[config.mk]
export PLATFORM = sky130hd
export DESIGN_NAME = adsq_top
export DESIGN_NICKNAME = d
export VERILOG_FILES = /design/src/rtl/adsq_pkg.sv /design/src/rtl/adsq_top.sv
export SDC_FILE = /design/constraint.sdc
export NUM_CORES = 1
export LEC_CHECK = 0
export BUFFER_PORTS_ARGS = -buffer_cell sky130_fd_sc_hd__buf_2
export CORE_ASPECT_RATIO = 0.8
export CORE_UTILIZATION = 50
export CTS_CLUSTER_SIZE = 25
export DETAILED_ROUTE_END_ITERATION = 10
export MAX_ROUTING_LAYER = met4
export PLACE_DENSITY = 0.8
export SLEW_MARGIN = 5
export SYNTH_ARGS = -nofsm -noshare
export SYNTH_HDL_FRONTEND = slang
export SYNTH_SLANG_ARGS = --single-unit
[constraint.sdc]
create_clock -name sys_clk_i -period 3.6 [get_ports sys_clk_i]
set_clock_uncertainty 0.1 [all_clocks]
set_input_delay 0.72 -clock sys_clk_i [delete_from_list [all_inputs] [get_ports sys_clk_i]]
set_output_delay 0.72 -clock sys_clk_i [all_outputs]
set_load 0.02 [all_outputs]
[src/rtl/adsq_pkg.sv]
// package: register map, field layout and timing for the converter control block
package adsq_pkg;
  localparam logic [7:0] OFF_MODE = 8'h00;
  localparam logic [7:0] OFF_CHAN = 8'h04;
  localparam logic [7:0] OFF_RESULT = 8'h08;
  localparam logic [7:0] OFF_RESULT_HI = 8'h0C;
  localparam logic [7:0] OFF_STATUS = 8'h10;
  localparam int MODE_START_POS = 7;
  localparam int MODE_TSEL_LSB = 3;
  localparam int MODE_ENABLE_POS = 0;
  localparam int STAT_DONE_POS = 0;
  localparam int STAT_SUSPECT_POS = 1;
  localparam logic [7:0] MODE_RESET = 8'h00;
  localparam logic [1:0] CHAN_RESET = 2'h0;
  localparam int CLK_HZ = 20000000;
  localparam int SETTLE_NS = 1000;
  localparam int SETTLE_CYC = (SETTLE_NS * (CLK_HZ / 1000000) + 999) / 1000;
  localparam int CONV_UNIT_CYC = 16;
  typedef struct packed {
    logic start;
    logic rsvd6;
    logic [2:0] tsel;
    logic [1:0] rsvd2;
    logic enable;
  } adsq_mode_t;
  typedef enum {ADSQ_OFF, ADSQ_WAIT, ADSQ_CONV} adsq_state_t;
endpackage : adsq_pkg

[src/rtl/adsq_top.sv]
// converter sequencing, completion flag and result register control with apb slave
//
// Local design decisions: the register offsets and the APB interface to the registers.
`timescale 1ns/1ps
`default_nettype none
// Contract
// - channel write leaves completion flag untouched
// - old channel result may complete before switch
// - first result suspect if started early/disabled
// - mode/channel write restarts the conversion; result registers are left intact
// - start 0, enable 1 powers comparator only
// - result read beats store; store follows after
// - mode/channel write beats end; result dropped
// - three-bit field bits 5:3 selects time
module adsq_top #(
  parameter int RES_W = 10,
  parameter int CHAN_W = 2
) (
  input wire logic sys_clk_i,
  input wire logic rst_b_i,
  input wire logic psel_i,
  input wire logic penable_i,
  input wire logic pwrite_i,
  input wire logic [7:0] paddr_i,
  input wire logic [31:0] pwdata_i,
  output logic [31:0] prdata_o,
  output logic pready_o,
  output logic pslverr_o,
  input wire logic [RES_W-1:0] sample_data_i,
  output logic [CHAN_W-1:0] chan_sel_o,
  output logic comparator_pwr_o,
  output logic sar_active_o,
  output logic conv_done_irq_o
);
  logic rst_meta_b;
  logic rst_sync_b;
  adsq_pkg::adsq_mode_t converter_mode_reg;
  logic [CHAN_W-1:0] channel_select_reg;
  logic [RES_W-1:0] result_reg;
  logic conv_done_flag;
  logic first_suspect;
  logic cur_suspect;
  logic [15:0] settle_cnt;
  logic [15:0] conv_cnt;
  adsq_pkg::adsq_state_t state;
  logic pend_store;
  logic [RES_W-1:0] pend_data;
  logic acc;
  logic wr;
  logic rd;
  logic wr_mode;
  logic wr_chan;
  logic wr_stat;
  logic rd_result;
  logic mapped;
  logic conv_end;
  logic store_now;
  logic [RES_W-1:0] store_data;
  logic [31:0] next_rdata;

  function automatic logic [15:0] conv_cycles(input logic [2:0] sel);
    conv_cycles = 16'((32'(sel) + 32'd1) * 32'(adsq_pkg::CONV_UNIT_CYC));
  endfunction : conv_cycles

  always_ff @(posedge sys_clk_i or negedge rst_b_i)
  begin
    if (!rst_b_i)
    begin
      rst_meta_b <= 1'b0;
      rst_sync_b <= 1'b0;
    end
    else
    begin
      rst_meta_b <= 1'b1;
      rst_sync_b <= rst_meta_b;
    end
  end

  assign acc = psel_i && penable_i;
  assign wr = acc && pwrite_i;
  assign rd = acc && !pwrite_i;
  assign wr_mode = wr && (paddr_i == adsq_pkg::OFF_MODE);
  assign wr_chan = wr && (paddr_i == adsq_pkg::OFF_CHAN);
  assign wr_stat = wr && (paddr_i == adsq_pkg::OFF_STATUS);
  // reading either result view counts as a result read
  assign rd_result = rd && ((paddr_i == adsq_pkg::OFF_RESULT) ||
                            (paddr_i == adsq_pkg::OFF_RESULT_HI));
  assign mapped = (paddr_i == adsq_pkg::OFF_MODE) || (paddr_i == adsq_pkg::OFF_CHAN) ||
                  (paddr_i == adsq_pkg::OFF_RESULT) || (paddr_i == adsq_pkg::OFF_RESULT_HI) ||
                  (paddr_i == adsq_pkg::OFF_STATUS);
  assign pready_o = 1'b1;
  assign pslverr_o = acc && !mapped;

  always_ff @(posedge sys_clk_i or negedge rst_sync_b)
  begin
    if (!rst_sync_b)
      converter_mode_reg <= adsq_pkg::MODE_RESET;
    else if (wr_mode)
      converter_mode_reg <= adsq_pkg::adsq_mode_t'(pwdata_i[7:0] & 8'hB9);
  end

  always_ff @(posedge sys_clk_i or negedge rst_sync_b)
  begin
    if (!rst_sync_b)
      channel_select_reg <= CHAN_W'(adsq_pkg::CHAN_RESET);
    else if (wr_chan)
      channel_select_reg <= pwdata_i[CHAN_W-1:0];
  end

  // settle timer restarts whenever the enable bit rises or is off
  always_ff @(posedge sys_clk_i or negedge rst_sync_b)
  begin
    if (!rst_sync_b)
      settle_cnt <= 16'h0000;
    else if (!converter_mode_reg.enable)
      settle_cnt <= 16'h0000;
    else if (settle_cnt < 16'(adsq_pkg::SETTLE_CYC))
      settle_cnt <= settle_cnt + 16'h0001;
  end

  // a start that sees the bias unsettled marks the first result as suspect
  always_ff @(posedge sys_clk_i or negedge rst_sync_b)
  begin
    if (!rst_sync_b)
      first_suspect <= 1'b0;
    else if (wr_mode && pwdata_i[adsq_pkg::MODE_START_POS] && !converter_mode_reg.start)
      first_suspect <= !pwdata_i[adsq_pkg::MODE_ENABLE_POS] ||
                       !converter_mode_reg.enable ||
                       (settle_cnt < 16'(adsq_pkg::SETTLE_CYC));
    else if (store_now)
      first_suspect <= 1'b0;
  end

  always_ff @(posedge sys_clk_i or negedge rst_sync_b)
  begin
    if (!rst_sync_b)
      state <= adsq_pkg::ADSQ_OFF;
    else
      case ({converter_mode_reg.start, converter_mode_reg.enable})
        2'b01: state <= adsq_pkg::ADSQ_WAIT;
        2'b10, 2'b11: state <= adsq_pkg::ADSQ_CONV;
        default: state <= adsq_pkg::ADSQ_OFF;
      endcase
  end

  assign comparator_pwr_o = (state != adsq_pkg::ADSQ_OFF);
  assign sar_active_o = (state == adsq_pkg::ADSQ_CONV);
  assign chan_sel_o = channel_select_reg;

  // conversion timer; a mode or channel write restarts it on the new setting
  // the conversion in flight is abandoned; the result register keeps its last stored result
  always_ff @(posedge sys_clk_i or negedge rst_sync_b)
  begin
    if (!rst_sync_b)
      conv_cnt <= 16'h0000;
    else if (state != adsq_pkg::ADSQ_CONV || wr_mode || wr_chan)
      conv_cnt <= 16'h0000;
    else if (conv_end)
      conv_cnt <= 16'h0000;
    else
      conv_cnt <= conv_cnt + 16'h0001;
  end

  assign conv_end = (state == adsq_pkg::ADSQ_CONV) &&
                    (conv_cnt == conv_cycles(converter_mode_reg.tsel) - 16'h0001);

  // an end in the write cycle is dropped; an end in a result read waits a cycle
  always_ff @(posedge sys_clk_i or negedge rst_sync_b)
  begin
    if (!rst_sync_b)
    begin
      pend_store <= 1'b0;
      pend_data <= '0;
    end
    else if (conv_end && !(wr_mode || wr_chan) && rd_result)
    begin
      pend_store <= 1'b1;
      pend_data <= sample_data_i;
    end
    else if (!rd_result)
      pend_store <= 1'b0;
  end

  assign store_now = !rd_result && (pend_store ||
                     (conv_end && !(wr_mode || wr_chan)));
  assign store_data = pend_store ? pend_data : sample_data_i;

  always_ff @(posedge sys_clk_i or negedge rst_sync_b)
  begin
    if (!rst_sync_b)
    begin
      result_reg <= '0;
      cur_suspect <= 1'b0;
    end
    else if (store_now)
    begin
      result_reg <= store_data;
      cur_suspect <= first_suspect;
    end
  end

  // set beats clear; a channel write never touches the flag
  always_ff @(posedge sys_clk_i or negedge rst_sync_b)
  begin
    if (!rst_sync_b)
      conv_done_flag <= 1'b0;
    else if (store_now)
      conv_done_flag <= 1'b1;
    else if (wr_stat && pwdata_i[adsq_pkg::STAT_DONE_POS])
      conv_done_flag <= 1'b0;
  end

  always_ff @(posedge sys_clk_i or negedge rst_sync_b)
  begin
    if (!rst_sync_b)
      conv_done_irq_o <= 1'b0;
    else
      conv_done_irq_o <= store_now;
  end

  always_comb
  begin
    next_rdata = 32'h0000_0000;
    case (paddr_i)
      adsq_pkg::OFF_MODE: next_rdata = {24'h000000, 8'(converter_mode_reg)};
      adsq_pkg::OFF_CHAN: next_rdata = 32'(channel_select_reg);
      adsq_pkg::OFF_RESULT: next_rdata = 32'(result_reg);
      adsq_pkg::OFF_RESULT_HI: next_rdata = 32'(result_reg[RES_W-1 -: 8]);
      adsq_pkg::OFF_STATUS: next_rdata = {30'h0, cur_suspect, conv_done_flag};
      default: next_rdata = 32'h0000_0000;
    endcase
  end

  // read data is registered, so it is valid from the setup cycle's following edge
  always_ff @(posedge sys_clk_i or negedge rst_sync_b)
  begin
    if (!rst_sync_b)
      prdata_o <= 32'h0000_0000;
    else if (psel_i && !pwrite_i)
      prdata_o <= next_rdata;
  end
endmodule : adsq_top
`default_nettype wire

======== After elaboration in Yosys (flattened, before gate mapping) ========
Index checks and enable logic that the tools add are counted.
operators by class
  equal/unequal tests ..................... 12
  magnitude comparators ................... 1
  reductions and logical operators ........ 39
  muxes and demuxes ....................... 13
  add/subtract/negate cells ............... 4
operators with widths
  operator                                                                   count
  16-bit two-way mux                                                         4
  10-bit one-hot mux with 5 select lines                                     1
  16-bit by 1-bit adder with 16-bit output (second input constant)           2
  32-bit by 3-bit == test with 1-bit output (second input constant)          1
  32-bit by 3-bit inequality test with 1-bit output (second input constant)  1
  32-bit nonzero test                                                        1
  16-bit == test                                                             1
  8-bit by 4-bit == test with 1-bit output (second input constant)           2
  1-bit logical AND                                                          16
  16-bit by 5-bit < comparator with 1-bit output (second input constant)     1
  1-bit logical OR                                                           11
  10-bit two-way mux                                                         1
  8-bit by 1-bit subtractor with 9-bit output (second input constant)        1
  8-bit by 3-bit == test with 1-bit output (second input constant)           1
  8-bit by 5-bit == test with 1-bit output (second input constant)           1
  8-bit zero test                                                            1
  1-bit zero test                                                            7
  1-bit two-way mux                                                          6
  3-bit by 1-bit adder with 4-bit output (second input constant)             1
  2-bit == test (second input constant)                                      2
  2-bit by 1-bit inequality test with 1-bit output (second input constant)   2
  2-bit one-hot mux with 2 select lines                                      1
  2-bit nonzero test                                                         2
  2-bit by 1-bit == test with 1-bit output (second input constant)           1
  2-bit OR reduction                                                         1
storage, ports and cells
  register bits after elaboration ......... 130
  word-level logic and storage cells ...... 86
  output and inout bits ................... 39

======== Longest topological paths before layout ========
Gate-level depths: netlist (run 1).
  depth in word-level cells ............... 10
  depth in mapped cells ................... 8
  depth with buffers taken out ............ 7

======== Worst setup path after synthesis (run 1) ========
No wires, ideal clock.
  path type ............................... register to register
  start point ............................. register converter_mode_reg[3] (netlist bit)
  end point ............................... register pend_data[0]
  cell stages (with the launch flop) ...... 8
  slack ................................... 0.837 ns
  data arrival time ....................... 2.538 ns
  clock period less this slack ............ 2.763 ns
  setup time .............................. 0.125 ns
  cells stage by stage .................... dfrtp_1 ha_1 and2_1 a21oi_1 or4_4 a211o_4 nor3_4 mux2_2
between the ends
  cells in the longest elaborated chain, start to end .. 6
ends and longest elaborated chain
  item                                         line             RTL
  start: declaration                           adsq_top.sv:37   adsq_pkg::adsq_mode_t converter_mode_reg;
  start signal: assignment                     adsq_top.sv:97   converter_mode_reg <= adsq_pkg::MODE_RESET;
  start signal: assignment                     adsq_top.sv:99   converter_mode_reg <= adsq_pkg::adsq_mode_t'(pwdata_i[7:0] & 8'hB9);
  3-bit by 1-bit adder with 4-bit output       adsq_top.sv:62   conv_cycles = 16'((32'(sel) + 32'd1) * 32'(adsq_pkg::CONV_UNIT_CYC));
  8-bit by 1-bit subtractor with 9-bit output  adsq_top.sv:165  (conv_cnt == conv_cycles(converter_mode_reg.tsel) - 16'h0001);
  16-bit == test                               adsq_top.sv:165
  1-bit logical AND                            adsq_top.sv:164  assign conv_end = (state == adsq_pkg::ADSQ_CONV) &&
  1-bit logical AND (2 in series)              adsq_top.sv:175  else if (conv_end && !(wr_mode || wr_chan) && rd_result)
  end signal: assignment                       adsq_top.sv:178  pend_data <= sample_data_i;
  end: declaration                             adsq_top.sv:47   logic [RES_W-1:0] pend_data;
No other way between the ends.
A chain may end at the register's enable or synchronous reset.

======== Worst setup path after layout (run 1) ========
Ends and elaborated chain as after synthesis.

==> results.txt, run 1 <==
GRT Total Usage = 22.6%
Setup crit start kind = flip-flop
WL/cell = 14.9 um
clk slew on worst S/H paths = 0.08 ns
post-synthesis cell type count = 46
CTS H-tree lvls = 3
Power Density = 390 nW/um^2
VDD IR max = 230 uV
fraction of registers with async set or reset after synthesis = 100%
Die Ht = 83.0 um
CP Class = reg -> reg
Detail Route Antenna Nets = 0
Overflow after GRT = 0
synth warn = 0
CP endpoint kind = flip-flop
fin crit share = 86.4%
postcts setup bufs = 0
Detailed Route WL = 8.61 mm
Hold Crit Class = in -> async
Placeable Area = 7950 um^2
Die Wd = 103 um
final setup fails = 0
Layout area overhead = 12.6%
synthesized area = 4100 um^2
final instance area = 4610 um^2
most frequent cells in the layout = dfrtp_1, buf_2, nor2_1
ys flop type = dfrtp_1
Synth Instances = 419
layout net count = 524
Max-Slew Margin vs Limit = 43.4%
initial antenna violation count = 0
Leak = 2.11 nW
vias in the first global route = 3050
top post-synthesis cells by area = dfrtp_1, mux2_2, buf_4, xnor2_1, nand3_1
CTS tree = built
maximum clock insertion buffer count = 2
Syn Area/Cell = 9.78 um^2
Required @ worst endpoint = 3.75 ns
largest area contributor in the netlist = dfrtp_1
area share of the largest cell type after synthesis = 47.6%
RSZ-0062 raised after global routing = false
Synth Area in Adders = 1.22%
Post-DP Area = 4360 um^2
Worst-Skew Late Latency = 0.36 ns
DR DRC count = 0
Synth Area in XOR/XNOR = 4.06%
first-pass GRT wire length = 14.3 mm
max-cap viol count = 0
largest net degree at the start of global routing = 32
first drt pass iteration count = 5
placed insts = 562
sequential area share after synthesis = 47.6%
Worst EP arrival = 3.26 ns
largest registers = conv_cnt x16, settle_cnt x16
post-CTS sizing = 0
final setup TNS = 0 ns
CTS buffer count = 9
fmax = 321 MHz
number of hold violations in the final report = 0
CTS root buffer = clkbuf_8
Ports = 94
via count = 3206
gpl congestion = 0.885
layout cells sized above 1 = 20.4%
ANT cells = 0
vias per cell = 5.55
dpl hpwl = 6.06 mm
row count = 29
Slew @ Worst Pin = 0.848 ns
status = finished, final reports clean
complex-gate fraction of the synthesized area = 10.2%
Post-Synth Simple-Gate Area = 22.6%
DRT iter0 DRCs = 164
most common cell after layout, fill and taps aside = dfrtp_1
# port buffers = 44
main combinational cell family by area after synthesis = simple AND/OR/NAND/NOR gates
Post-synth EDFFs = 0
initial cell density of the core = 51.6%
Hold-fix buffers, CTS = 0
synthesis-stage register bit count = 78
mux cell area share after synthesis = 7.21%
maximum fanout along the worst path = 10
max-slew violations = 0
final worst path period need = 3.11 ns
fin cells = 578
Die ar. = 8560 um^2
# clock sinks = 78
==> final timing paths <==
check,start,to,slack (ns),cells past startpoint
max,converter_mode_reg[3]$_DFFE_PN0P_,pend_data[0]$_DFFE_PN0P_,0.49,7
min,rst_b_i,rst_sync_b$_DFF_PN0_,0.03,1
max reg2reg,converter_mode_reg[3]$_DFFE_PN0P_,pend_data[0]$_DFFE_PN0P_,0.49,7
min reg2reg,rst_sync_b$_DFF_PN0_,settle_cnt[1]$_DFFE_PN0P_,0.12,0
max in group asynchronous,rst_sync_b$_DFF_PN0_,prdata_o[8]$_DFFE_PN0P_,2.52,1
min in group sys_clk_i,rst_meta_b$_DFF_PN0_,rst_sync_b$_DFF_PN0_,0.26,0
==> cell type report <==
class                      instances  area, um^2
fill                             691        3340
multi-input combinational        311        1940
sequential                        78        1950
inverter                          14        52.6
timing repair buffer              51         273
tap                              108         135
clock buffer                      10         138
clock inverter                     6         115
==> where the power goes <==
group	switching, mW	total (mW)	internal, mW	leakage, nW
combinational	0.0628	0.0888	0.0260	0.903
clock	0.337	0.822	0.484	0.124
sequential	0.00878	0.888	0.879	1.08
total	0.409	1.80	1.39	2.11
==> critical path: stages (launching register included) <==
cell,delay [ns]
dfrtp_1,0.54
ha_1,0.32
and2_1,0.16
a21oi_1,0.08
or4_4,0.54
a211o_4,0.40
nor3_4,0.48
mux2_2,0.39
==> routing by layer <==
metal,track usage (%),share of wire (%),vias up
li1,-,-,1508
met1,30.3,46,1570
met2,32.8,46,110
met3,6.06,6.7,18
met4,8.45,2.0,0
met5,-,0,-
==> metrics by stage <==
stage                     hold slack, ns  power, mW  setup slack [ns]  utilization (%)
after floorplan                    0.231      0.981             0.837                -
after global placement             0.124      0.992             0.566             54.8
after detailed placement           0.143      0.995             0.513             54.8
after CTS                         0.0136       1.82             0.487             58.0
after global routing             0.00258       1.87             0.352             58.0
final                             0.0270       1.80             0.489             58.0
==> cells by family (layout without fill, tap and decap cells) <==
group                      Yosys count  after routing
adders and majority gates            4              4
buffers and inverters               52             81
other                                2             24
and+or+nand+nor                    176            176
xor gates and xnor gates            19             19
muxes                               26             26
DFF                                 78             78
AOI/OAI and AO/OA                   62             62
==> synth_stat cells, drive strengths merged, types with 8 or more instances <==
library cell,n
dfrtp,78
buf,26
and3,11
xnor2,17
inv,14
clkbuf,12
nor2,36
nand2,31
o21ai,12
nor2b,13
a21oi,17
nand3,29
nor3b,11
and2,12
o31ai,8
mux2,18
No activity file was read; power rests on OpenSTA's default activity.
==> inputs of run 2 (changes only) <==
- CELL_PAD_IN_SITES_DETAIL_PLACEMENT: unset -> 0
- CELL_PAD_IN_SITES_GLOBAL_PLACEMENT: unset -> 1
- CORE_MARGIN: unset -> 2
- CORE_UTILIZATION: 50 -> 44
- PLACE_DENSITY: 0.8 -> 0.9
==> run 2 against run 1 <==
  * Combinational power decreased by 6.6%
  * Final area increased by 2.1%
  * Utilization decreased by 5.9 points
  * Power increased by 13%
  * Non-clock buffer count decreased by 1
  * Global-route usage decreased by 3.4 points
  * Clock power increased by 29%
  * Setup slack got worse by 0.069 ns
  * Sequential power increased by 0.8%
  * Via count decreased by 2.2%
  * Clock-buffer cell count increased by 3
  * Critical endpoint is now pend_data[3]$_DFFE_PN0P_
==> results.txt, run 2 (synthesized netlist as in run 1, its figures left out) <==
status = finished, final reports clean
ANT cells = 0
WL/cell = 15.3 um
layout net count = 523
largest registers = conv_cnt x16, settle_cnt x16
dpl hpwl = 6.24 mm
CTS buffer count = 9
crit path cell chain = ha_1 > and2_1 > a21oi_1 > or4_4 > a211o_4 > nor3_4 > mux2_2
# clock sinks = 78
grt met1 use = 27.0%
Placeable Area = 9040 um^2
gpl congestion = 0.852
via count = 3134
Die ar. = 10100 um^2
GR Util met2 = 26.6%
vias in the first global route = 2986
DR DRC count = 0
CTS tree = built
Layout area overhead = 15.0%
Leak = 2.15 nW
first drt pass iteration count = 4
fin crit share = 88.3%
Detail Route Antenna Nets = 0
Hold Crit Class = in -> async
Reg area = 1950 um^2
slowest stage delay, CP = 0.55 ns
max-slew violations = 0
hold slack = 0.0486 ns
Slowest cell on crit path = or4_4
CP Class = reg -> reg
Overflow after GRT = 0
# port buffers = 44
maximum fanout along the worst path = 10
max-cap viol count = 0
clk slew on worst S/H paths = 0.06 ns
CTS root buffer = clkbuf_16
final setup TNS = 0 ns
Worst EP arrival = 3.31 ns
DRT iter0 DRCs = 170
GRT Total Usage = 19.3%
fin util = 52.1%
Power Density = 433 nW/um^2
Slew @ Worst Pin = 1.03 ns
worst r2r path cells = 7
Required @ worst endpoint = 3.73 ns
R2R Path End = pend_data[3]$_DFFE_PN0P_
number of hold violations in the final report = 0
FF-to-FF Start = converter_mode_reg[3]$_DFFE_PN0P_
postcts setup bufs = 0
fill count = 852
maximum clock insertion buffer count = 2
Detailed Route WL = 8.92 mm
most common cell after layout, fill and taps aside = dfrtp_1
Worst-Skew Late Latency = 0.35 ns
fmax = 314 MHz
final worst path period need = 3.18 ns
initial cell density of the core = 45.3%
post-CTS sizing = 0
layout cells sized above 1 = 19.8%
CTS H-tree lvls = 3
met3 GRT Util = 6.78%
RSZ-0062 raised after global routing = false
Most Crowded Layer GR = met1
Die Ht = 90.3 um
VDD IR max = 258 uV
Max-Slew Margin vs Limit = 31.1%
largest net degree at the start of global routing = 48
vias per cell = 5.37
first-pass GRT wire length = 14.9 mm
row count = 31
Ports = 94
area of the multi-input gates = 1940 um^2
most frequent cells in the layout = dfrtp_1, buf_2, nor2_1
Setup crit start kind = flip-flop
final setup fails = 0
Die Wd = 112 um
initial antenna violation count = 0
CP endpoint kind = flip-flop
Hold-fix buffers, CTS = 0
reg-to-reg slack, setup = 0.42 ns
run 2: critical path, delay by kind of cell (launching register included):
kind,cells,cell delay [ns]
simple gates,3,1.20
mux,1,0.40
flops,1,0.54
compound gates,2,0.49
fa+ha+maj,1,0.32
run 2: through the flow:
stage	setup WS, ns	total power [mW]	std cells	area, um^2
after detailed placement	0.444	0.994	568	4360
after floorplan	0.837	0.981	441	4180
final	0.420	2.04	584	4710
after global placement	0.522	0.993	568	4360
after CTS	0.410	2.06	584	4710
after global routing	0.247	2.11	584	4710
run 2: per-layer routing:
| layer | vias to the layer above | routed length [um] |
|---|---|---|
| met5 | - | 0 |
| met4 | 0 | 126 |
| met3 | 15 | 414 |
| met2 | 66 | 3930 |
| met1 | 1536 | 4450 |
| li1 | 1517 | - |
run 2: layout make-up:
cell class,count,area share [%]
sequential,78,41.5
clock inverter,3,1.91
inverter,14,1.12
timing repair buffer,50,5.63
multi-input combinational,311,41.3
tap,115,3.06
clock buffer,13,5.53
run 2: power breakdown:
part | switching, mW | internal, mW | leakage, nW
Sequential | 0.0142 | 0.881 | 1.08
Clock | 0.348 | 0.715 | 0.170
Combinational | 0.0578 | 0.0251 | 0.900
run 2: worst max path at each step:
stage | startpoint | endpoint | slack [ns] | cells past startpoint
global route | converter_mode_reg[3]$_DFFE_PN0P_ | pend_data[3]$_DFFE_PN0P_ | 0.25 | 7
floorplan | converter_mode_reg[3]$_DFFE_PN0P_ | pend_data[0]$_DFFE_PN0P_ | 0.84 | 7
CTS | converter_mode_reg[3]$_DFFE_PN0P_ | pend_data[3]$_DFFE_PN0P_ | 0.41 | 7
detailed placement | converter_mode_reg[3]$_DFFE_PN0P_ | result_reg[8]$_DFFE_PN0P_ | 0.44 | 7
finish | converter_mode_reg[3]$_DFFE_PN0P_ | pend_data[3]$_DFFE_PN0P_ | 0.42 | 7
global placement | converter_mode_reg[3]$_DFFE_PN0P_ | pend_data[1]$_DFFE_PN0P_ | 0.52 | 7
==> inputs of run 3 (changes only) <==
- ABC_AREA: unset -> 1
- CORE_UTILIZATION: 44 -> 42
==> run 3 against run 2 <==
  * Utilization decreased by 3.6 points
  * Global-route usage shrank 0.46 points
  * Register-to-register slack gained 0.83 ns
  * Critical endpoint is now pslverr_o
  * Synthesized area down 0.21%
  * Sequential share of layout area rose by 0.62 points
  * Synthesized cell count is 25% higher
  * Non-clock buffer count shrank 2
  * Hold slack better by 0.0061 ns
  * Highest routed layer unchanged
  * Critical path depth up 1
  * Clock-buffer cell count is 4 lower
  * Power is 20% higher
==> results.txt, run 3 <==
status = finished, final reports clean
top post-synthesis cells by area = dfrtp_1, nand2_1, inv_1, buf_4, nor2_1
reg-to-reg slack, setup = 1.25 ns
largest registers = conv_cnt x16, settle_cnt x16
DRT iter0 DRCs = 196
most frequent cells in the layout = nand2_1, dfrtp_1, inv_1
top post-synthesis cells by count = nand2_1, dfrtp_1, inv_1, nor2_1, nand3_1
Ports = 94
CTS root buffer = clkbuf_16
Setup crit start kind = input port
first-pass GRT wire length = 14.9 mm
Syn Area/Cell = 7.80 um^2
# clock sinks = 78
synthesis-stage register bit count = 78
vias per cell = 4.76
main combinational cell family by area after synthesis = simple AND/OR/NAND/NOR gates
GRT Total Usage = 18.8%
largest net degree at the start of global routing = 28
CTS tree = built
Overflow after GRT = 0
Hold Crit Class = in -> async
maximum fanout along the worst path = 4
Leak = 2.54 nW
# port buffers = 44
WL/cell = 12.6 um
complex-gate fraction of the synthesized area = 5.20%
Reg area = 1950 um^2
Required @ worst endpoint = 2.78 ns
initial cell density of the core = 42.7%
CTS buffer count = 9
DR DRC count = 0
Layout area overhead = 13.5%
Die ar. = 10500 um^2
row count = 32
fill count = 957
R2R Path End = pend_data[7]$_DFFE_PN0P_
Max-Slew Margin vs Limit = 61.3%
Post-synth EDFFs = 0
gpl congestion = 0.949
last element of the critical path = pslverr_o
RSZ-0062 raised after global routing = false
area of the multi-input gates = 1730 um^2
fmax = 371 MHz
fraction of registers with async set or reset after synthesis = 100%
CP endpoint kind = output pin
CP startpoint = paddr_i[1]
clk slew on worst S/H paths = 0.06 ns
fin crit share = 74.8%
FF-to-FF Start = converter_mode_reg[3]$_DFFE_PN0P_
Synth Area in XOR/XNOR = 1.71%
vias in the first global route = 3213
Synth Area in Adders = 1.22%
Die Ht = 92.2 um
Slew @ Worst Pin = 0.579 ns
layout cells sized above 1 = 14.7%
final setup TNS = 0 ns
CP Class = in -> out
postcts setup bufs = 0
most common cell after layout, fill and taps aside = nand2_1
sequential area share after synthesis = 47.8%
final worst path period need = 2.69 ns
largest area contributor in the netlist = dfrtp_1
maximum clock insertion buffer count = 2
Placeable Area = 9570 um^2
Detail Route Antenna Nets = 0
initial antenna violation count = 0
area share of the largest cell type after synthesis = 47.8%
synth warn = 0
ys flop type = dfrtp_1
CTS H-tree lvls = 3
dpl hpwl = 6.48 mm
max-cap viol count = 0
number of hold violations in the final report = 0
Die Wd = 114 um
mux cell area share after synthesis = 0.551%
final setup fails = 0
Post-Synth Simple-Gate Area = 31.5%
post-CTS sizing = 0
Power Density = 527 nW/um^2
worst r2r path cells = 14
Pwr Total = 2.45 mW
Synth Instances = 524
VDD IR max = 255 uV
Detailed Route WL = 8.71 mm
cell with the most instances after synthesis = nand2_1
ANT cells = 0
Hold-fix buffers, CTS = 0
layout net count = 628
first drt pass iteration count = 4
Worst-Skew Late Latency = 0.34 ns
max-slew violations = 0
synthesized area = 4090 um^2
post-synthesis cell type count = 34
Worst EP arrival = 1.87 ns
via count = 3291
run 3: cell count changes in the layout (fill, tap and decap cells not counted), sizes merged, moves of 13 or more:
cell,previous run,this run
nor2,36,55
xnor2,17,0
inv,14,65
nand2,31,162
mux2,18,2
nor2b,13,0
run 3: cell families (layout without fill, tap and decap cells):
| family | count (synthesis) | in the layout |
|---|---|---|
| flip-flops | 78 | 78 |
| AND/OR/NAND/NOR | 291 | 291 |
| AO/OA/AOI/OAI | 38 | 38 |
| other | 2 | 24 |
| adder cells (fa/ha/maj) | 4 | 4 |
| buffers and inverters | 101 | 128 |
| multiplexers | 2 | 2 |
| XOR/XNOR | 8 | 8 |
run 3: stage by stage:
| stage | utilization, % | hold WS [ns] | worst slack, ns | cells | instance area, um^2 |
|---|---|---|---|---|---|
| final | 48.5 | 0.0547 | 0.908 | 692 | 4640 |
| after global routing | 48.5 | 0.0448 | 0.818 | 692 | 4640 |
| after CTS | 48.5 | 0.0448 | 0.937 | 692 | 4640 |
| after floorplan | - | 0.231 | 1.17 | 546 | 4170 |
| after detailed placement | 45.2 | 0.192 | 0.783 | 677 | 4330 |
| after global placement | 45.2 | 0.189 | 0.838 | 677 | 4330 |
run 3: how the worst min path moves through the flow:
stage | end | cells after the start | start
2_1_floorplan | rst_sync_b$_DFF_PN0_ | 0 | rst_meta_b$_DFF_PN0_
3_3_place_gp | pend_data[1]$_DFFE_PN0P_ | 0 | rst_sync_b$_DFF_PN0_
3_5_place_dp | pend_data[0]$_DFFE_PN0P_ | 0 | rst_sync_b$_DFF_PN0_
4_1_cts | rst_meta_b$_DFF_PN0_ | 1 | rst_b_i
5_1_grt | rst_meta_b$_DFF_PN0_ | 1 | rst_b_i
6_report | rst_meta_b$_DFF_PN0_ | 1 | rst_b_i
run 3: critical path, cell delays in order:
cell and delay [ns]:
buf_2 0.10, nor2_2 0.19, inv_1 0.11, nor3_1 0.21, nand3_1 0.22, nand2_1 0.12, nor2_1 0.05, buf_2 0.15
run 3: power by group:
part | switching [mW] | total, mW | internal [mW] | leakage (nW)
Sequential | 0.0877 | 1.08 | 0.995 | 0.974
Clock | 0.357 | 0.959 | 0.602 | 0.155
Combinational | 0.262 | 0.404 | 0.142 | 1.41
run 3: layout make-up:
cell class,count,share of cell area [%]
inverters,65,5.26
multi-input cells,367,37.3
clock inverters,6,1.89
clock buffers,9,4.85
repair buffers,48,5.39
well taps,119,3.21
flip-flops and latches,78,42.1
run 3: per-layer routing:
| layer | wire (um) | track usage, % | up-vias |
|---|---|---|---|
| met5 | 0 | - | - |
| met4 | 180 | 8.33 | 0 |
| met3 | 369 | 4.96 | 13 |
| met2 | 4090 | 28.5 | 58 |
| met1 | 4070 | 23.8 | 1528 |
| li1 | - | - | 1692 |
